==> src/design/dtg_pkg.sv <==
// Purpose: Shared constants, types and code mapping for the dual-tone core
// Assumes: 200 MHz system clock
// Notes: Register offsets are byte addresses; Avalon address is the word index
package dtg_pkg;
  localparam int CLK_HZ = 200000000;
  localparam int CLK_MHZ = CLK_HZ / 1000000;
  localparam int SEGS_PER_PERIOD = 32;
  localparam int DIV_W = 14;
  localparam int PH_W = 5;
  localparam int TMR_W = 25;
  // Times in microseconds
  localparam int GUARD_PRESENT_US = 40000;
  localparam int GUARD_ABSENT_US = 40000;
  localparam int BURST_US = 51000;
  localparam int BURST_CP_US = 102000;
  localparam int GUARD_PRESENT_CYC = GUARD_PRESENT_US * CLK_MHZ;
  localparam int GUARD_ABSENT_CYC = GUARD_ABSENT_US * CLK_MHZ;
  localparam int BURST_CYC = BURST_US * CLK_MHZ;
  localparam int BURST_CP_CYC = BURST_CP_US * CLK_MHZ;
  // Actual tone frequencies in tenths of a hertz
  localparam int FREQ_DHZ [8] = '{6991, 7662, 8474, 9480, 12159, 13317, 14719, 16450};
  // Avalon word indices (byte offsets 0x0, 0x4, 0x8)
  localparam logic [1:0] REG_DATA = 2'h0;
  localparam logic [1:0] REG_CTRL_STAT = 2'h1;
  localparam logic [1:0] REG_CTRL_RB = 2'h2;
  // Status bit positions
  localparam int ST_IRQ = 0;
  localparam int ST_TXRDY = 1;
  localparam int ST_DV = 2;
  localparam int ST_DSTEER = 3;
  localparam logic [5:0] CTRL_RST = 6'h00;
  localparam logic [3:0] CODE_RST = 4'h0;

  typedef struct packed {
    logic single_high;
    logic single_tone;
    logic burst;
    logic irq_en;
    logic call_progress_select;
    logic tone_out_en;
  } dtg_ctrl_t;

  typedef struct packed {
    logic [1:0] row;
    logic [1:0] col;
  } dtg_pair_t;

  typedef enum logic [1:0] {RX_IDLE = 2'h0, RX_QUAL = 2'h1, RX_HELD = 2'h3, RX_DROP = 2'h2} dtg_rx_st_t;
  typedef enum logic [1:0] {BS_IDLE = 2'h0, BS_TONE = 2'h1, BS_PAUSE = 2'h3} dtg_bs_st_t;

  function automatic logic [DIV_W-1:0] seg_len(input int idx);
    longint num;
    num = longint'(CLK_HZ) * 10 + longint'(SEGS_PER_PERIOD / 2) * FREQ_DHZ[idx];
    return DIV_W'(num / (longint'(SEGS_PER_PERIOD) * FREQ_DHZ[idx]));
  endfunction

  // Four-bit digit code to row/column pair
  function automatic dtg_pair_t code_to_pair(input logic [3:0] c);
    case (c)
      4'h1: return '{2'h0, 2'h0};
      4'h2: return '{2'h0, 2'h1};
      4'h3: return '{2'h0, 2'h2};
      4'h4: return '{2'h1, 2'h0};
      4'h5: return '{2'h1, 2'h1};
      4'h6: return '{2'h1, 2'h2};
      4'h7: return '{2'h2, 2'h0};
      4'h8: return '{2'h2, 2'h1};
      4'h9: return '{2'h2, 2'h2};
      4'hA: return '{2'h3, 2'h1};
      4'hB: return '{2'h3, 2'h0};
      4'hC: return '{2'h3, 2'h2};
      4'hD: return '{2'h0, 2'h3};
      4'hE: return '{2'h1, 2'h3};
      4'hF: return '{2'h2, 2'h3};
      default: return '{2'h3, 2'h3};
    endcase
  endfunction

  // Inverse of the above
  function automatic logic [3:0] pair_to_code(input dtg_pair_t p);
    logic [3:0] c;
    c = 4'h0;
    for (int i = 0; i < 16; i++) begin
      if (code_to_pair(4'(i)) == p) begin
        c = 4'(i);
      end
    end
    return c;
  endfunction
endpackage

==> src/design/dtg_core.sv <==
// Purpose: Dual-tone transceiver digital core: receive qualification,
//   status flags, interrupt pin and tone synthesiser control
// Assumes: Detector delivers frequency-present level and row/column index
// Notes: Avalon-MM slave, every access answered in two cycles
// Function
// RULE1: A single-tone mode produces only one tone, from the low or the high group.
// RULE2: Divider settings give 699.1/766.2/847.4/948.0 Hz and 1215.9/1331.7/1471.9/1645.0 Hz.
// RULE3: A tone that vanishes before the present guard time leaves the data untouched and flags nothing.
// RULE4: A tone pair present for the full present guard time is decoded and its code latched.
// RULE5: After a tone ends and the absent guard time passes, the latched code stays until the next latch.
// RULE6: A dropout shorter than the absent guard time belongs to the same tone, with no new latch.
// RULE7: Status bit 3 is low while a validated tone is present, from present guard to absent guard.
// RULE8: Status bit 2 is set on a new latch and cleared by reading status.
// RULE9: The interrupt asserts on a new latch and deasserts when status is read.
// RULE10: The early detect flag follows detected frequencies without any guard delay.
// RULE11: Each tone period has 32 equal segments whose length alone sets the frequency.
// RULE12: Received codes use the same digit mapping as transmit codes.
// RULE13: In call-progress mode the receiver neither detects nor latches digits.
// RULE14: The interrupt pin pulls low only with interrupt enable set and tone mode selected; the code also does so in CP mode while the comparator is low.
// RULE15: A latch in the same cycle as a status read wins, so flag and interrupt stay set.
//
// Register access over Avalon-MM and the address map were left to the implementer.
`timescale 1ns/1ps
module dtg_core
  import dtg_pkg::*;
#(
  parameter int GUARD_PRESENT_N = GUARD_PRESENT_CYC,
  parameter int GUARD_ABSENT_N = GUARD_ABSENT_CYC,
  parameter int BURST_N = BURST_CYC,
  parameter int BURST_CP_N = BURST_CP_CYC
) (
  // Clock and reset
  input wire logic clk_sys_i,
  input wire logic rst_i,
  // Avalon-MM slave
  input wire logic [1:0] avs_address_i,
  input wire logic avs_read_i,
  input wire logic avs_write_i,
  input wire logic [31:0] avs_writedata_i,
  output logic [31:0] avs_readdata_o,
  output logic avs_waitrequest_o,
  // Tone detector
  input wire logic tone_present_i,
  input wire dtg_pair_t tone_pair_i,
  input wire logic cp_comparator_i,
  // Receive outputs
  output logic early_detect_flag_o,
  output logic guard_timing_pin_o,
  output logic [3:0] rx_code_bits_o,
  // Open-drain interrupt / call-progress pin
  output logic irq_or_tone_out_o,
  output logic irq_or_tone_out_oen_o,
  // Tone synthesiser
  output logic low_tone_on_o,
  output logic high_tone_on_o,
  output logic [PH_W-1:0] low_phase_o,
  output logic [PH_W-1:0] high_phase_o
);
  dtg_ctrl_t ctrl_r;
  logic [3:0] tx_code_r;
  logic [3:0] rx_code_r;
  logic dv_r;
  logic irq_r;
  logic txrdy_r;
  logic ack_r;
  logic [31:0] rdata_r;
  dtg_rx_st_t rx_st_r;
  dtg_rx_st_t rx_st_nxt;
  dtg_bs_st_t bs_st_r;
  dtg_bs_st_t bs_st_nxt;

  // Bus decode
  wire logic req = avs_read_i || avs_write_i;
  wire logic take = req && ack_r;
  wire logic wr_data = take && avs_write_i && (avs_address_i == REG_DATA);
  wire logic wr_ctrl = take && avs_write_i && (avs_address_i == REG_CTRL_STAT);
  wire logic rd_stat = take && avs_read_i && (avs_address_i == REG_CTRL_STAT);
  wire logic [3:0] status;
  wire logic [31:0] rdata_mux;

  // Receive qualification
  wire logic tone_mode = !ctrl_r.call_progress_select;
  wire logic det = tone_present_i && tone_mode; // RULE13
  wire logic rx_tmr_clr;
  wire logic rx_tmr_run;
  wire logic [TMR_W-1:0] rx_tmr_len;
  wire logic rx_tmr_done;
  wire logic latch;
  wire logic steer_low;

  // Burst sequencing
  wire logic bs_tmr_clr;
  wire logic bs_tmr_run;
  wire logic [TMR_W-1:0] bs_tmr_len;
  wire logic bs_tmr_done;
  wire logic txrdy_set;
  wire logic irq_set;

  // Tone synthesiser
  wire dtg_pair_t tx_pair = code_to_pair(tx_code_r);
  wire logic tone_gate;
  wire logic low_en;
  wire logic high_en;
  wire logic [DIV_W-1:0] low_len;
  wire logic [DIV_W-1:0] high_len;
  wire logic [DIV_W-1:0] seg_tab [8];

  assign avs_waitrequest_o = req && !ack_r;
  assign avs_readdata_o = rdata_r;
  assign status = {steer_low ? 1'b0 : 1'b1, dv_r, txrdy_r, irq_r}; // RULE7
  assign rdata_mux = (avs_address_i == REG_DATA) ? {28'h0000000, rx_code_r} :
                     (avs_address_i == REG_CTRL_STAT) ? {28'h0000000, status} :
                     (avs_address_i == REG_CTRL_RB) ? {26'h0, ctrl_r} : 32'h00000000;

  always_ff @(posedge clk_sys_i) begin
    if (rst_i) begin
      ack_r <= 1'b0;
      rdata_r <= 32'h00000000;
    end else begin
      ack_r <= req && !ack_r;
      if (avs_read_i && !ack_r) begin
        rdata_r <= rdata_mux;
      end
    end
  end

  always_ff @(posedge clk_sys_i) begin
    if (rst_i) begin
      ctrl_r <= CTRL_RST;
      tx_code_r <= CODE_RST;
    end else begin
      if (wr_ctrl) begin
        ctrl_r <= avs_writedata_i[5:0];
      end
      if (wr_data) begin
        tx_code_r <= avs_writedata_i[3:0];
      end
    end
  end

  // Receive state machine
  assign rx_tmr_clr = (rx_st_r != rx_st_nxt) || (rx_st_r == RX_IDLE) || (rx_st_r == RX_HELD);
  assign rx_tmr_run = (rx_st_r == RX_QUAL) || (rx_st_r == RX_DROP);
  assign rx_tmr_len = (rx_st_r == RX_QUAL) ? TMR_W'(GUARD_PRESENT_N) : TMR_W'(GUARD_ABSENT_N);
  assign latch = (rx_st_r == RX_QUAL) && det && rx_tmr_done; // RULE4
  assign steer_low = (rx_st_r == RX_HELD) || (rx_st_r == RX_DROP); // RULE7

  always_comb begin
    rx_st_nxt = rx_st_r;
    case (rx_st_r)
      RX_IDLE: begin
        if (det) begin
          rx_st_nxt = RX_QUAL;
        end
      end
      RX_QUAL: begin
        if (!det) begin
          rx_st_nxt = RX_IDLE; // RULE3
        end else if (rx_tmr_done) begin
          rx_st_nxt = RX_HELD; // RULE4
        end
      end
      RX_HELD: begin
        if (!det) begin
          rx_st_nxt = RX_DROP;
        end
      end
      RX_DROP: begin
        if (det) begin
          rx_st_nxt = RX_HELD; // RULE6
        end else if (rx_tmr_done) begin
          rx_st_nxt = RX_IDLE; // RULE5
        end
      end
      default: rx_st_nxt = RX_IDLE;
    endcase
  end

  always_ff @(posedge clk_sys_i) begin
    if (rst_i) begin
      rx_st_r <= RX_IDLE;
      rx_code_r <= CODE_RST;
    end else begin
      rx_st_r <= rx_st_nxt;
      if (latch) begin
        rx_code_r <= pair_to_code(tone_pair_i); // RULE12
      end
    end
  end

  dtg_guard_tmr u_rx_tmr (
    .clk_sys_i(clk_sys_i),
    .rst_i(rst_i),
    .clr_i(rx_tmr_clr),
    .run_i(rx_tmr_run),
    .len_i(rx_tmr_len),
    .done_o(rx_tmr_done)
  );

  // Burst: tone on, pause, then transmitter ready
  assign bs_tmr_clr = (bs_st_r != bs_st_nxt) || (bs_st_r == BS_IDLE);
  assign bs_tmr_run = (bs_st_r == BS_TONE) || (bs_st_r == BS_PAUSE);
  assign bs_tmr_len = ctrl_r.call_progress_select ? TMR_W'(BURST_CP_N) : TMR_W'(BURST_N);
  assign txrdy_set = (bs_st_r == BS_PAUSE) && bs_tmr_done;

  always_comb begin
    bs_st_nxt = bs_st_r;
    case (bs_st_r)
      BS_IDLE: begin
        if (wr_data && ctrl_r.burst) begin
          bs_st_nxt = BS_TONE;
        end
      end
      BS_TONE: begin
        if (bs_tmr_done) begin
          bs_st_nxt = BS_PAUSE;
        end
      end
      BS_PAUSE: begin
        if (bs_tmr_done) begin
          bs_st_nxt = BS_IDLE;
        end
      end
      default: bs_st_nxt = BS_IDLE;
    endcase
  end

  always_ff @(posedge clk_sys_i) begin
    if (rst_i) begin
      bs_st_r <= BS_IDLE;
    end else begin
      bs_st_r <= bs_st_nxt;
    end
  end

  dtg_guard_tmr u_bs_tmr (
    .clk_sys_i(clk_sys_i),
    .rst_i(rst_i),
    .clr_i(bs_tmr_clr),
    .run_i(bs_tmr_run),
    .len_i(bs_tmr_len),
    .done_o(bs_tmr_done)
  );

  // Sticky flags; set wins, and a read only clears what it reported
  assign irq_set = ctrl_r.irq_en && tone_mode && (latch || (txrdy_set && ctrl_r.burst)); // RULE14

  always_ff @(posedge clk_sys_i) begin
    if (rst_i) begin
      dv_r <= 1'b0;
      irq_r <= 1'b0;
      txrdy_r <= 1'b0;
    end else begin
      dv_r <= latch || (dv_r && !(rd_stat && rdata_r[ST_DV])); // RULE8 RULE15
      irq_r <= irq_set || (irq_r && !(rd_stat && rdata_r[ST_IRQ])); // RULE9 RULE15
      txrdy_r <= txrdy_set || (txrdy_r && !(rd_stat && rdata_r[ST_TXRDY]));
    end
  end

  // Receive-side pins
  assign early_detect_flag_o = det; // RULE10
  assign guard_timing_pin_o = steer_low;
  assign rx_code_bits_o = rx_code_r;

  // Open drain: pin low when enable low; with interrupt enable set, CP mode shows the comparator
  assign irq_or_tone_out_o = 1'b0;
  assign irq_or_tone_out_oen_o = ctrl_r.irq_en && (tone_mode ? irq_r : !cp_comparator_i) ? 1'b0 : 1'b1; // RULE14

  // Tone synthesiser
  genvar gi;
  generate
    for (gi = 0; gi < 8; gi++) begin : g_seg
      assign seg_tab[gi] = seg_len(gi); // RULE2
    end
  endgenerate

  assign tone_gate = ctrl_r.tone_out_en && (!ctrl_r.burst || (bs_st_r == BS_TONE));
  assign low_en = tone_gate && !(ctrl_r.single_tone && ctrl_r.single_high); // RULE1
  assign high_en = tone_gate && !(ctrl_r.single_tone && !ctrl_r.single_high); // RULE1
  assign low_len = seg_tab[{1'b0, tx_pair.row}];
  assign high_len = seg_tab[{1'b1, tx_pair.col}];
  assign low_tone_on_o = low_en;
  assign high_tone_on_o = high_en;

  dtg_tone_chan u_low (
    .clk_sys_i(clk_sys_i),
    .rst_i(rst_i),
    .en_i(low_en),
    .seg_len_i(low_len),
    .phase_o(low_phase_o)
  );

  dtg_tone_chan u_high (
    .clk_sys_i(clk_sys_i),
    .rst_i(rst_i),
    .en_i(high_en),
    .seg_len_i(high_len),
    .phase_o(high_phase_o)
  );
endmodule

==> src/design/dtg_guard_tmr.sv <==
// Purpose: Cycle counter that flags when a run reaches its length
// Assumes: len_i at least 1
// Notes: clr_i restarts the count from zero
`timescale 1ns/1ps
module dtg_guard_tmr
  import dtg_pkg::*;
(
  // Clock and reset
  input wire logic clk_sys_i,
  input wire logic rst_i,
  // Control
  input wire logic clr_i,
  input wire logic run_i,
  input wire logic [TMR_W-1:0] len_i,
  // Status
  output logic done_o
);
  logic [TMR_W-1:0] cnt_r;
  logic [TMR_W-1:0] cnt_nxt;

  // Done must not look at clr_i: callers derive clr_i from done_o
  assign done_o = run_i && (cnt_r == len_i - TMR_W'(1));
  assign cnt_nxt = (clr_i || done_o) ? '0 : (run_i ? cnt_r + TMR_W'(1) : cnt_r);

  always_ff @(posedge clk_sys_i) begin
    if (rst_i) begin
      cnt_r <= '0;
    end else begin
      cnt_r <= cnt_nxt;
    end
  end
endmodule

==> src/design/dtg_tone_chan.sv <==
// Purpose: One tone synthesiser channel: segment divider and 32-step phase
// Assumes: seg_len_i at least 1
// Notes: Phase freezes while disabled, so restart has no start-up delay
`timescale 1ns/1ps
module dtg_tone_chan
  import dtg_pkg::*;
(
  // Clock and reset
  input wire logic clk_sys_i,
  input wire logic rst_i,
  // Control
  input wire logic en_i,
  input wire logic [DIV_W-1:0] seg_len_i,
  // Output
  output logic [PH_W-1:0] phase_o
);
  logic [DIV_W-1:0] seg_r;
  logic [PH_W-1:0] phase_r;
  logic seg_end;

  assign seg_end = en_i && (seg_r >= seg_len_i - DIV_W'(1));
  assign phase_o = phase_r;

  always_ff @(posedge clk_sys_i) begin
    if (rst_i || !en_i) begin
      seg_r <= '0;
    end else if (seg_end) begin
      seg_r <= '0; // RULE11
    end else begin
      seg_r <= seg_r + DIV_W'(1);
    end
  end

  always_ff @(posedge clk_sys_i) begin
    if (rst_i) begin
      phase_r <= '0;
    end else if (seg_end) begin
      phase_r <= phase_r + PH_W'(1); // RULE11
    end
  end
endmodule

==> config.mk <==
export PLATFORM = sky130hd
export DESIGN_NAME = dtg_core
export DESIGN_NICKNAME = d
export VERILOG_FILES = /design/src/design/dtg_pkg.sv /design/src/design/dtg_core.sv /design/src/design/dtg_guard_tmr.sv /design/src/design/dtg_tone_chan.sv
export SDC_FILE = /design/constraint.sdc
export NUM_CORES = 1
export LEC_CHECK = 0
export CORE_MARGIN = 1
export CORE_UTILIZATION = 50
export CTS_BUF_LIST = sky130_fd_sc_hd__clkbuf_8
export CTS_CLUSTER_SIZE = 10
export DETAILED_ROUTE_END_ITERATION = 10
export DONT_BUFFER_PORTS = 1
export GPL_TIMING_DRIVEN = 0
export PLACE_DENSITY = 0.76
export SYNTH_ARGS = -nofsm -noshare
export SYNTH_HDL_FRONTEND = slang
export SYNTH_SLANG_ARGS = --single-unit
==> constraint.sdc <==
create_clock -name clk_sys_i -period 5.4 [get_ports clk_sys_i]
set_clock_uncertainty 0.2 [all_clocks]
set_input_delay 1.08 -clock clk_sys_i [delete_from_list [all_inputs] [get_ports clk_sys_i]]
set_output_delay 1.08 -clock clk_sys_i [all_outputs]
set_load 0.005 [all_outputs]
Word-level counts from Yosys, hierarchy flattened
Memory sizes are Yosys's and may differ from the RTL's. A register that Yosys moved wholly into a read port is not among the register bits.
Cells that the tools add are included.

operators by class
  add/sub/neg operators = 9
  $lt $le $gt $ge = 4
  equal/unequal tests = 26
  muxes and demuxes = 69
  bitwise logic cells = 2
  reductions and logical operators = 67

operator list
  kind                                                      number
  two-way mux 4 bit                                         46
  == test 4 bit                                             15
  two-way mux 14 bit                                        4
  adder 25 x 1 -> 25 bit, second input constant             2
  logical AND 1 bit                                         32
  adder 14 x 1 -> 14 bit, second input constant             2
  greater-or-equal comparator 14 bit                        2
  subtractor 14 x 1 -> 14 bit, second input constant        2
  == test 25 x 23 -> 1 bit, second input constant           1
  == test 25 bit                                            1
  two-way mux 25 bit                                        1
  subtractor 25 x 1 -> 25 bit, second input constant        1
  two-way mux 2 bit                                         9
  two-way mux 6 bit                                         3
  logical OR 1 bit                                          16
  zero test 1 bit                                           12
  adder 5 x 1 -> 5 bit, second input constant               2
  == test 2 bit, second input constant                      4
  greater-or-equal comparator 4 bit, second input constant  2
  one-hot mux 2 bit (4 select lines)                        1
  OR reduction 2 bit                                        4
  == test 2 x 1 -> 1 bit, second input constant             3
  zero test 2 bit                                           3
  one-hot mux 2 bit (3 select lines)                        1
  4 further kinds                                           8

word-level totals
  bits in registers = 142
  memory bits (read-only) = 288
  bits of input ports = 44
  output and inout port bits = 53
  logic and storage cells = 201
  memories kept = 3

memories
  memory            depth  bits a word  read ports  clocked after Yosys merged registers in  wr ports  RTL line         RTL
  (name not given)  8      14           1           0                                        0         dtg_core.sv:281  assign high_len = seg_tab[{1'b1, tx_pair.col}];
  (name not given)  8      14           1           0                                        0         dtg_core.sv:280  assign low_len = seg_tab[{1'b0, tx_pair.row}];
  (name not given)  16     4            1           1                                        0         dtg_pkg.sv:59    case (c)

Depth between registers and ports, before layout
Gate-level depths: netlist (run 1).

  depth in word-level cells = 22
  gate-level depth with buffers = 10
  gate-level depth less buffers = 9

By module
Synthesis (run 1) repeated with hierarchy kept, for this count alone.

second synthesis, totals
  cells, all modules = 1,042
  area total of the unflattened synthesis = 8,764.7 um^2

modules (own cells, without submodules)
  module                  instances  cells each  area an instance (um^2)  sequential area each (um^2)
  dtg_guard_tmr           2          244         1,988.2                  500.5
  dtg_core                1          243         2,064.5                  640.6
  dtg_tone_chan (u_low)   1          159         1,378.8                  380.4
  dtg_tone_chan (u_high)  1          152         1,345.0                  380.4

Worst setup path before layout (run 1)
Ideal clock, no wire load.

  path type = input -> register
  start point = input port avs_address_i[0]
  end point = register tx_pair[2] (netlist name)
  setup time = 134 ps
  arrival time = 2,808 ps
  data required time = 5,066 ps
  setup slack = 2,257 ps
  stages on the path = 8
  path buffers = 2
  path through = clkbuf_1 nor4bb_1 buf_2 mux2i_1 nor2_1 inv_1 ha_1 mux4_2

between the ends
  cells in the longest elaborated chain, start to end = 4

ends and longest elaborated chain
  what                                              RTL line        RTL
  start: declaration                                dtg_core.sv:36  input wire logic [1:0] avs_address_i,
  zero test 2 bit                                   dtg_core.sv:75  wire logic wr_data = take && avs_write_i && (avs_address_i == REG_DATA);
  logical AND 1 bit                                 dtg_core.sv:75
  two-way mux 4 bit (no source line) (2 in series)  --

No other way between the ends.
A chain may end at the register's enable or synchronous reset.

Final worst setup path (run 1)
  start point = register bs_st_r[0]
  end point = output port low_tone_on_o

between the ends
  cells in the longest elaborated chain, start to end = 4

ends and longest elaborated chain
  what                      RTL line         RTL
  start: declaration        dtg_core.sv:69   dtg_bs_st_t bs_st_r;
  start signal: assignment  dtg_core.sv:232  bs_st_r <= bs_st_nxt;
  == test 2 x 1 -> 1 bit    dtg_core.sv:277  assign tone_gate = ctrl_r.tone_out_en && (!ctrl_r.burst || (bs_st_r == BS_TONE));
  logical OR 1 bit          dtg_core.sv:277
  logical AND 1 bit         dtg_core.sv:277
  logical AND 1 bit         dtg_core.sv:278  assign low_en = tone_gate && !(ctrl_r.single_tone && ctrl_r.single_high);
  end: declaration          dtg_core.sv:54   output logic low_tone_on_o,

No other way between the ends.

==> results of run 1 <==
==> layer usage <==
| layer | vias to the layer above | track usage | routed length [um] |
|---|---|---|---|
| met1 | 2308 | 0.265 | 6010 |
| met3 | 12 | 0.0680 | 980 |
| met2 | 101 | 0.335 | 5890 |
| met5 | - | 0 | 0 |
| li1 | 2638 | - | - |
| met4 | 0 | 0.0795 | 176 |
==> sequential cells by signal, indices dropped and copies added, names as in the netlist <==
signal and flops:
u_high.seg_r 14, u_low.phase_o 5, rx_code_bits_o 4, u_high.phase_o 5, ctrl_r 6, irq_r 1
u_bs_tmr.cnt_r 25, tx_code_r 4, tx_pair 4, u_rx_tmr.cnt_r 25, txrdy_r 1, avs_readdata_o 6
rx_st_r 2, u_low.seg_r 14, bs_st_r 2, dv_r 1, ack_r 1
==> worst min-delay path, delay by kind of cell (launching register included) <==
family / cells / cell delay, ps
flip-flops: 1 / 310
AND/OR/NAND/NOR: 1 / 50
AO/OA/AOI/OAI: 1 / 50
==> cells in the mapped netlist (5+ instances only) <==
master / number / area share
nor2_1: 131 / 0.075
xnor2_1: 40 / 0.054
and4_1: 7 / 0.0094
nor3_1: 23 / 0.018
ha_1: 44 / 0.084
nand2b_1: 9 / 0.0086
a211oi_1: 6 / 0.0069
a21oi_1: 23 / 0.018
or3_1: 5 / 0.0048
and3_1: 16 / 0.015
nand2_1: 40 / 0.023
clkbuf_1: 18 / 0.010
dfxtp_1: 120 / 0.37
nand3_1: 26 / 0.020
mux2i_1: 25 / 0.038
inv_1: 36 / 0.021
buf_4: 28 / 0.032
nor4_1: 5 / 0.0048
xor2_1: 33 / 0.044
mux2_2: 6 / 0.010
nor2b_1: 9 / 0.0086
nand4_1: 24 / 0.023
o21ai_0: 10 / 0.0077
==> cell families after synthesis <==
kind of cell,Yosys count
DFF,120
xor gates and xnor gates,73
AOI/OAI and AO/OA,75
and+or+nand+nor,321
muxes,32
buffers and inverters,89
adders and majority gates,44
other,1
==> final timing paths <==
kind / from / to / cells past startpoint
worst min-delay path: txrdy_r / txrdy_r / 2
worst min register to register: txrdy_r / txrdy_r / 2
worst max-delay path: bs_st_r[0] / low_tone_on_o / 3
worst max register to register: tx_pair[2] / u_low.seg_r[8] / 10
==> cell usage in the layout, fill, tap and decap left out, drive strengths merged, types with 4 or more instances in the layout <==
| cell | n |
|---|---|
| xnor2 | 40 |
| and2 | 4 |
| or4 | 5 |
| nor2b | 9 |
| nand3 | 26 |
| a21oi | 23 |
| o31ai | 4 |
| buf | 34 |
| and3 | 16 |
| or3 | 5 |
| clkbuf | 40 |
| clkinv | 5 |
| inv | 37 |
| mux2i | 25 |
| dfxtp | 120 |
| xor2 | 33 |
| nor2 | 131 |
| nand2 | 40 |
| ha | 44 |
| mux2 | 6 |
| nand2b | 9 |
| nand3b | 4 |
| o21ai | 10 |
| nor4 | 6 |
| a221oi | 4 |
| conb | 27 |
| nand4 | 24 |
| and4 | 7 |
| a211oi | 6 |
| nor3 | 23 |
==> per-stage QoR <==
step,instance area (um^2),hold WS [ps]
after global placement,6830,228
after global routing,7250,267
final,7250,252
after CTS,7250,254
after detailed placement,6830,241
after floorplan,6620,218
==> area by class of cell <==
type                       count  share of cell area
multi-input combinational    572               0.518
sequential                   120               0.331
buffer                        52              0.0440
clock buffer                  22              0.0417
tap                          172              0.0297
inverter                      37              0.0191
clock inverter                 9              0.0167
==> power groups by stage <==
stage / logic (mW) / clock network (mW) / registers, mW
final: 0.106 / 0.860 / 0.900
after global routing: 0.120 / 0.917 / 0.900
after CTS: 0.105 / 0.877 / 0.900
after detailed placement: 0.105 / 0 / 0.920
after global placement: 0.103 / 0 / 0.920
after floorplan: 0.0875 / 0 / 0.917
==> metrics.yaml, run 1 <==
status:
  status: "finished clean"
synth:
  synth.area.mux_share: 0.0522
  synth_compound_area_frac: 0.0802
  avgSynthCellArea_um2: 8.63
  synth_top_family_by_area: "simple AND/OR/NAND/NOR gates"
  yosys.area_share.adder: 0.0845
  syn-cell-area_um2: 6520
  yosys_warnings: 0
  postSynth.asyncResetShare: 0
  synth_edf_count: 0
  synthXorXnorAreaFrac: 0.0981
  syn_inst: 755
  yosysUniqueCellTypes: 61
  synthSimpleGateAreaFrac: 0.246
  synth-seq-area-share: 0.369
  ys_seq_elements: 120
  synth-main-ff-cell: "dfxtp_1"
routing:
  wl_per_cell_um: 13.3
  drc: 0
  vias: 5059
  firstDrtPassIters: 4
  ant_nets: 0
  drt-initial-drc-count: 248
  viasPerCell: 5.14
  wl_mm: 13.1
cts:
  cts_max_path_buffers: 2
  root_buffer: "clkbuf_8"
  cts_buffers: 17
  cts_setup_buffers: 0
  clock_latency_ps: 440
  cts_resized: 0
  cts.sinks: 120
  clkSlewWorstSetupHoldPaths_ps: 70
  h-tree-depth: 4
  cts_tree: "built"
  holdBufCountCts: 0
floorplan:
  die_w_um: 116
  die_y_um: 116
  initial_core_util: 0.514
  ios: 97
  row_count: 41
  coreArea_um2: 12700
  die-area_um2: 13500
power:
  power_mw: 1.87
  clockPowerShare: 0.461
  comb_power_share: 0.057
  power_density_nw_per_um2: 257
  p_seq_frac: 0.482
  p_leak_nw: 2.79
  p_sw_uw: 416
  switching_share: 0.223
  intPower_mw: 1.45
  ir_drop_mv: 0.205
global_routing:
  grt_antenna_before_repair: 0
  grt_pass1_wl_mm: 22.0
  grt_pass1_vias: 4693
  grt_start_max_net_pins: 17
  grt.overflow.total: 0
  grtUsageTotal: 0.210
finish:
  seqCellArea_um2: 2400
  multi_input_area_um2: 3750
  antenna_cells: 0
  drive_gt1_frac: 0.0899
  n_fill_cell: 1161
  fin_cells: 984
  syn2layout_area_growth_pct: 11.3
  final_nets: 888
  final_core_util: 0.573
placed_design:
  port_buffers: 0
  dpl.cell_count: 953
  hpwl_mm: 9.53
  pre_cts_ws_ps: 1890
  place_congestion: 0.832
setup_path:
  arrival_ps: 2030
  critPathTopFamily: "compound AO/OA/AOI/OAI gates"
  cp_num_buf_inv: 1
  worstSetupEndpointType: "primary output"
  slowest_stage: "a221oi_1"
  ff2ff_setup_slack_ps: 2180
  startpoint_type: "flip-flop"
  critPathRequiredTime_ps: 4120
  path_max_fanout: 9
  slowest_delay_ps: 830
  worstSetupPathType: "flip-flop to primary output"
  path_cells: "clkbuf_1, nand2b_1, a221oi_1"
sta:
  drv_slew: 0
  max_slew_margin: 0.360
  finalSetupViolCount: 0
  final_hold_viol_count: 0
  worst_pin_slew_ps: 952
  finalCritPeriodShare: 0.612
  final.setup.tns_ps: 0
  setup_ws_ps: 2090
  rsz0062_at_grt: "no"
  clock.fmax_ghz: 0.303
  fin_crit_ps: 3310
flow_run:
  drv_cap: 0
hold_path:
  hp-class: "flip-flop to flip-flop"
No activity file was read; power rests on OpenSTA's default activity.
==> run 2, diff against run 1 <==
--- a/config.mk
+++ b/config.mk
@@ -5,6 +5,7 @@
 export SDC_FILE = /design/constraint.sdc
 export NUM_CORES = 1
 export LEC_CHECK = 0
+export ABC_AREA = 1
 export CORE_MARGIN = 1
 export CORE_UTILIZATION = 50
 export CTS_BUF_LIST = sky130_fd_sc_hd__clkbuf_8
@@ -12,7 +13,7 @@
 export DETAILED_ROUTE_END_ITERATION = 10
 export DONT_BUFFER_PORTS = 1
 export GPL_TIMING_DRIVEN = 0
-export PLACE_DENSITY = 0.76
+export PLACE_DENSITY = 0.79
 export SYNTH_ARGS = -nofsm -noshare
 export SYNTH_HDL_FRONTEND = slang
 export SYNTH_SLANG_ARGS = --single-unit
==> constraint.sdc (replaced) <==
create_clock -name clk_sys_i -period 2.7 [get_ports clk_sys_i]
set_clock_uncertainty 0.2 [all_clocks]
set_input_delay 0.54 -clock clk_sys_i [delete_from_list [all_inputs] [get_ports clk_sys_i]]
set_output_delay 0.54 -clock clk_sys_i [all_outputs]
set_load 0.005 [all_outputs]
==> run 2 against run 1 <==
Compared with the run above:
- wire length grew 5.2%
- power increased by 140%
- cell count rose by 19%
- via count increased by 13%
- non-clock buffer count shrank 9
- largest cell class unchanged
==> metrics.yaml, run 2 <==
status:
  status: "finished clean"
routing:
  firstDrtPassIters: 5  # +1
  drc: 0  # unchanged
  ant_nets: 0  # unchanged
  wl_per_cell_um: 11.8  # -11%
  viasPerCell: 4.89  # -4.9%
  wl_mm: 13.7  # +5.2%
  drt-initial-drc-count: 307  # +24%
  vias: 5715  # +13%
power:
  clockPowerShare: 0.373  # -0.088
  comb_power_share: 0.215  # +0.158
  switching_share: 0.305  # +0.0815
  p_sw_mw: 1.37  # +230%
  p_seq_frac: 0.412  # -0.070
  ir_drop_mv: 0.389  # +90%
  intPower_mw: 3.12  # +110%
  power_mw: 4.48  # +140%
  p_leak_nw: 3.18  # +14%
  power_density_nw_per_um2: 583  # +130%
finish:
  syn2layout_area_growth_pct: 11.0
  final_common_cell: "nand2_1"
  final_nets: 1069  # +20%
  antenna_cells: 0  # unchanged
  drive_gt1_frac: 0.147  # +0.0571
  top_regs: "u_bs_tmr.cnt_r: 25 flops, u_rx_tmr.cnt_r: 25 flops"
  mostFrequentLayoutCells: "nand2_1, inv_1, nor2_1"
  fin_cells: 1169  # +19%
sta:
  clock.fmax_ghz: 0.401
  finalSetupViolCount: 0  # unchanged
  rsz0062_at_grt: "no"
  worst_pin_slew_ps: 596  # -356 ps
  fin_crit_ps: 2490
  drv_slew: 0  # unchanged
  whs_ps: 41.2  # -210 ps
  final.setup.tns_ps: 0  # unchanged
  final_hold_viol_count: 0  # unchanged
  max_slew_margin: 0.600  # +0.239
  finalCritPeriodShare: 0.924
cts:
  cts.sinks: 120  # unchanged
  h-tree-depth: 4  # unchanged
  cts_buffers: 17  # unchanged
  clock_latency_ps: 440  # about the same
  cts_setup_buffers: 0  # unchanged
  root_buffer: "clkbuf_8"
  cts_max_path_buffers: 2  # unchanged
  clkSlewWorstSetupHoldPaths_ps: 70  # about the same
  cts_tree: "built"
synth:
  yosys_warnings: 0  # unchanged
  ys_seq_elements: 120  # unchanged
  avgSynthCellArea_um2: 7.41  # -14%
  synth_edf_count: 0  # unchanged
  synth.most_common_cell: "nand2_1"
  synth-main-ff-cell: "dfxtp_1"
  syn-cell-area_um2: 6920  # +6.2%
  synth-seq-area-share: 0.347  # -0.0216
  syn_inst: 934  # +24%
  synth_area_leaders: "dfxtp_1, nand2_1, ha_1, inv_1, nor2_1"
  yosys-top-cells-count: "nand2_1, inv_1, dfxtp_1, nor2_1, ha_1"
  synth_top_cell_area_share: 0.347  # -0.0216
  synth_top_area_cell: "dfxtp_1"
  yosysUniqueCellTypes: 45  # -26%
  postSynth.asyncResetShare: 0  # unchanged
placed_design:
  dpl.cell_count: 1136  # +19%
  port_buffers: 0  # unchanged
  place_congestion: 0.879  # +5.7%
  hpwl_mm: 10.4  # +9.6%
setup_path:
  ff2ff_setup_slack_ps: 210  # -1970 ps
  arrival_ps: 2660  # +630 ps
  worstSetupPathType: "flip-flop to flip-flop"
  worstRegToRegCells: 14  # +4
  startpoint_type: "flip-flop"
  r2r-end: "u_low.seg_r[11]"
  critPathRequiredTime_ps: 2870  # -1250 ps
  path_max_fanout: 10  # +1
  r2r-start: "tx_pair[2]"
  worstSetupEndpointType: "flip-flop"
flow_run:
  drv_cap: 0  # unchanged
hold_path:
  min_to: "ctrl_r[3]"
  holdPathStages: 2  # unchanged
  hp-class: "input port to flip-flop"
  worstHoldStart: "avs_writedata_i[3]"
floorplan:
  die-area_um2: 14300  # +6.1%
  die_w_um: 120  # +3.0%
  die_y_um: 120  # +3.0%
  row_count: 42  # +2.4%
  ios: 97  # unchanged
  initial_core_util: 0.517  # +0.00235
  coreArea_um2: 13400  # +5.8%
global_routing:
  grtUsageTotal: 0.207  # -0.00263
  grt_start_max_net_pins: 17  # unchanged
  grt_antenna_before_repair: 1  # +1
  grt.overflow.total: 0  # unchanged
  grt_pass1_vias: 5394  # +15%
  grt_pass1_wl_mm: 23.9  # +8.7%
[run 2: area by class of cell]
| type | count | area, um^2 |
|---|---|---|
| multi-input cells | 666 | 3840 |
| inverters | 133 | 499 |
| well taps | 176 | 220 |
| clock inverters | 14 | 169 |
| clock buffers | 17 | 234 |
| repair buffers | 2 | 20.0 |
| plain buffers | 41 | 298 |
| flip-flops and latches | 120 | 2410 |
| fillers | 1222 | 5710 |
[run 2: through the flow]
| step | cell area [um^2] | utilization | setup WS [ps] |
|---|---|---|---|
| 6_report | 7690 | 0.574 | 205 |
| 5_1_grt | 7690 | 0.574 | 6.44 |
| 4_1_cts | 7670 | 0.573 | 77.7 |
| 3_5_place_dp | 7240 | 0.540 | -70.9 |
| 3_3_place_gp | 7240 | 0.540 | 4.79 |
| 2_1_floorplan | 7020 | - | 407 |
[run 2: worst max-delay path, cell delays in order, from the launching register on]
cell	delay (ps)
dfxtp_2	370
inv_1	100
ha_1	280
inv_1	60
ha_1	280
nand2_1	90
nor2_1	40
o21ai_0	60
nand3_1	100
nand3_1	80
nand4_1	120
nand2_4	140
nand3_2	140
buf_4	220
a21oi_1	140
[run 2: what timing repair did]
action                                  4_1_cts  5_1_grt
hold buffers                                  2        0
cloned                                        0        0
hold endpoints to repair                      2        0
endpoints found under the setup margin       10       32
resized for setup                             2        8
[run 2: routing by layer]
layer,up-vias,GRT usage,part of all wire
li1,3046,-,-
met1,2553,0.239,0.45
met2,92,0.352,0.48
met3,22,0.0779,0.056
met4,2,0.0680,0.015
met5,-,0,0.00095
[run 2: cell families (layout without fill, tap and decap cells)]
logic type | Yosys count | after routing | share of synthesized area
flops | 120 | 120 | 0.347
fa+ha+maj | 44 | 44 | 0.0795
buf+inv | 174 | 207 | 0.115
compound gates | 100 | 100 | 0.0799
simple gates | 439 | 439 | 0.307
xor+xnor | 55 | 55 | 0.0696
mux | 1 | 1 | 0.00145
other cells | 1 | 27 | 0.000542
[run 2: worst max-delay path by stage]
stage | startpoint | cells after the start | end
floorplan | tx_pair[2] | 14 | u_low.seg_r[8]
global placement | tx_pair[2] | 14 | u_low.seg_r[7]
detailed placement | tx_pair[2] | 14 | u_low.seg_r[11]
CTS | tx_pair[2] | 14 | u_low.seg_r[11]
global route | tx_pair[0] | 12 | u_high.phase_o[0]
finish | tx_pair[2] | 14 | u_low.seg_r[11]
[run 2: power by group through the flow]
| stage | clock network, mW | logic (mW) | registers (mW) |
|---|---|---|---|
| after floorplan | 0 | 0.799 | 1.87 |
| after global placement | 0 | 0.933 | 1.88 |
| after detailed placement | 0 | 0.945 | 1.88 |
| after CTS | 1.71 | 0.953 | 1.84 |
| after global routing | 1.79 | 1.05 | 1.85 |
| final | 1.67 | 0.963 | 1.85 |
==> run 3, diff against run 2 <==
--- a/config.mk
+++ b/config.mk
@@ -13,7 +13,7 @@
 export DETAILED_ROUTE_END_ITERATION = 10
 export DONT_BUFFER_PORTS = 1
 export GPL_TIMING_DRIVEN = 0
-export PLACE_DENSITY = 0.79
+export PLACE_DENSITY_LB_ADDON = 0.25
 export SYNTH_ARGS = -nofsm -noshare
 export SYNTH_HDL_FRONTEND = slang
 export SYNTH_SLANG_ARGS = --single-unit
==> run 3 against run 2 <==
Compared with the run above:
- worst setup slack better by 16 ps
- die area stayed put
- sequential cell count is the same
- clock power up 17%
- sequential power is essentially flat
- wire length is 3.9% higher
- worst hold slack got worse by 16 ps
- maximum frequency rose by 0.65%
- core utilization up 0.59 points
- count of clock-buffer cells in the layout did not move
- combinational power decreased by 0.5%
- first-iteration DRC count is 1.6% lower
==> metrics.yaml, run 3 (synthesis results as in run 2) <==
placed_design:
  port_buffers: 0  # unchanged
  hpwl_mm: 10.8  # +3.7%
  pre_cts_ws_ps: -138  # -67.5 ps
  place_congestion: 0.863  # -1.8%
finish:
  final_common_cell: "nand2_1"
  final_nets: 1068  # -0.094%
  drive_gt1_frac: 0.153  # +0.00604
  antenna_cells: 0  # unchanged
  mostFrequentLayoutCells: "nand2_1, inv_1, nor2_1"
  final_core_util: 0.580  # +0.00588
  syn2layout_area_growth_pct: 12.2
  top_regs: "u_bs_tmr.cnt_r: 25 flops, u_rx_tmr.cnt_r: 25 flops"
floorplan:
  ios: 97  # unchanged
  coreArea_um2: 13400  # unchanged
  initial_core_util: 0.517  # unchanged
  die-area_um2: 14300  # unchanged
  die_y_um: 120  # unchanged
  row_count: 42  # unchanged
  die_w_um: 120  # unchanged
sta:
  fin_crit_ps: 2480  # -16.1 ps
  finalSetupViolCount: 0  # unchanged
  worst_pin_slew_ps: 635  # +38.5 ps
  rsz0062_at_grt: "no"
  setup_ws_ps: 221  # +16.1 ps
  final_hold_viol_count: 0  # unchanged
  finalCritPeriodShare: 0.918  # -0.00597
  clock.fmax_ghz: 0.403  # +0.65%
  max_slew_margin: 0.577  # -0.0226
  drv_slew: 0  # unchanged
global_routing:
  grt_start_max_net_pins: 17  # unchanged
  grt.overflow.total: 0  # unchanged
  grt_pass1_vias: 5275  # -2.2%
  grtUsageTotal: 0.217  # +0.00939
  grt_pass1_wl_mm: 24.5  # +2.5%
  grt_antenna_before_repair: 0  # -1
power:
  p_leak_nw: 3.19  # +0.33%
  ir_drop_mv: 0.363  # -6.9%
  power_density_nw_per_um2: 613  # +5.2%
  power_mw: 4.76  # +6.3%
cts:
  h-tree-depth: 4  # unchanged
  root_buffer: "clkbuf_8"
  holdBufCountCts: 0  # -2
  cts_buffers: 17  # unchanged
  cts.sinks: 120  # unchanged
  cts_max_path_buffers: 2  # unchanged
  cts_tree: "built"
  clkSlewWorstSetupHoldPaths_ps: 70  # about the same
  clock_latency_ps: 450  # about the same
routing:
  wl_per_cell_um: 12.2  # +3.9%
  viasPerCell: 4.86  # -0.68%
  drt-initial-drc-count: 302  # -1.6%
  vias: 5676  # -0.68%
  firstDrtPassIters: 5  # unchanged
  wl_mm: 14.3  # +3.9%
  drc: 0  # unchanged
  ant_nets: 0  # unchanged
flow_run:
  drv_cap: 0  # unchanged
setup_path:
  slowest_delay_ps: 410  # +40 ps
  critPathTopFamily: "simple AND/OR/NAND/NOR gates"
  slowest_stage: "dfxtp_1"
  cp.depth: 16  # +2
  worstSetupEndpointType: "flip-flop"
  startpoint_type: "flip-flop"
  cp_num_buf_inv: 2  # -1
  path_cells: "inv_1, ha_2, nand2_1, nor2_1, nand2_1, nor2_2, nand2_1, nand2_1, nand2_1, nand2_1, nand2_2, nand2_2, nand2_2, nand2_4, buf_6, nor3_2"
  critPathRequiredTime_ps: 2830  # -40 ps
  path_max_fanout: 10  # unchanged
  arrival_ps: 2610  # -50 ps
  worstRegToRegCells: 16  # +2
  worstSetupPathType: "flip-flop to flip-flop"
  cp_common_cell: "nand2_1"
hold_path:
  holdPathStages: 2  # unchanged
  hp-class: "input port to flip-flop"
status:
  status: "finished clean"
## run 3: changes by cell type in the layout (fill, tap and decap cells not counted), sizes merged
cell	before	now
inv	138	133
clkinv	3	6
bufinv	4	6
dlygate4sd3	2	0
clkbuf	21	22
clkinvlp	2	3
## run 3: cell type report
cell class / instances / area [um^2]
plain buffers: 41 / 298
clock buffers: 17 / 234
clock inverters: 15 / 251
fillers: 1255 / 5630
inverters: 133 / 499
multi-input cells: 666 / 3850
flip-flops and latches: 120 / 2400
well taps: 176 / 220
repair buffers: 1 / 7.51
## run 3: worst reg2reg max path, cell delays in order (launching register included)
cell and delay, ps:
dfxtp_1 410, inv_1 140, ha_2 410, nand2_1 70, nor2_1 80, nand2_1 60, nor2_2 140, nand2_1 110
nand2_1 70, nand2_1 50, nand2_1 70, nand2_2 70, nand2_2 70, nand2_2 60, nand2_4 120, buf_6 190
nor3_2 50
## run 3: worst paths after layout
check,startpoint,slack (ps),endpoint
worst max register to register,rx_st_r[0],220,u_rx_tmr.cnt_r[7]
worst min register to register,u_bs_tmr.cnt_r[0],260,u_bs_tmr.cnt_r[0]
worst max-delay path,rx_st_r[0],220,u_rx_tmr.cnt_r[7]
worst min-delay path,avs_writedata_i[4],30,ctrl_r[4]
## run 3: through the flow
stage | cells | instance area, um^2 | hold WS, ps | TNS [ps]
after global routing | 1169 | 7770 | 12.3 | 0
after detailed placement | 1136 | 7240 | 247 | -1070
final | 1169 | 7770 | 25.3 | 0
after floorplan | 960 | 7020 | 218 | 0
after CTS | 1168 | 7740 | 3.41 | 0
after global placement | 1136 | 7240 | 233 | -992
## run 3: routing by layer
metal | up-vias | wire, um | track usage | part of all wire
met2 | 79 | 6610 | 0.349 | 0.46
met4 | 0 | 265 | 0.0859 | 0.019
met1 | 2546 | 6690 | 0.272 | 0.47
met3 | 20 | 716 | 0.0623 | 0.050
met5 | - | 0 | 0 | 0
li1 | 3031 | - | - | -
## run 3: report_power, final
part	switching (mW)	total [mW]	internal [mW]
logic	0.628	0.958	0.329
clock network	0.769	1.96	1.19
registers	0.0395	1.84	1.80
total	1.44	4.76	3.33
## run 3: repair_timing
action | in CTS | in global routing
hold endpoints to repair | 0 | 0
resized for setup | 3 | 6
setup buffers | 0 | 1
setup endpoints to repair | 10 | 23
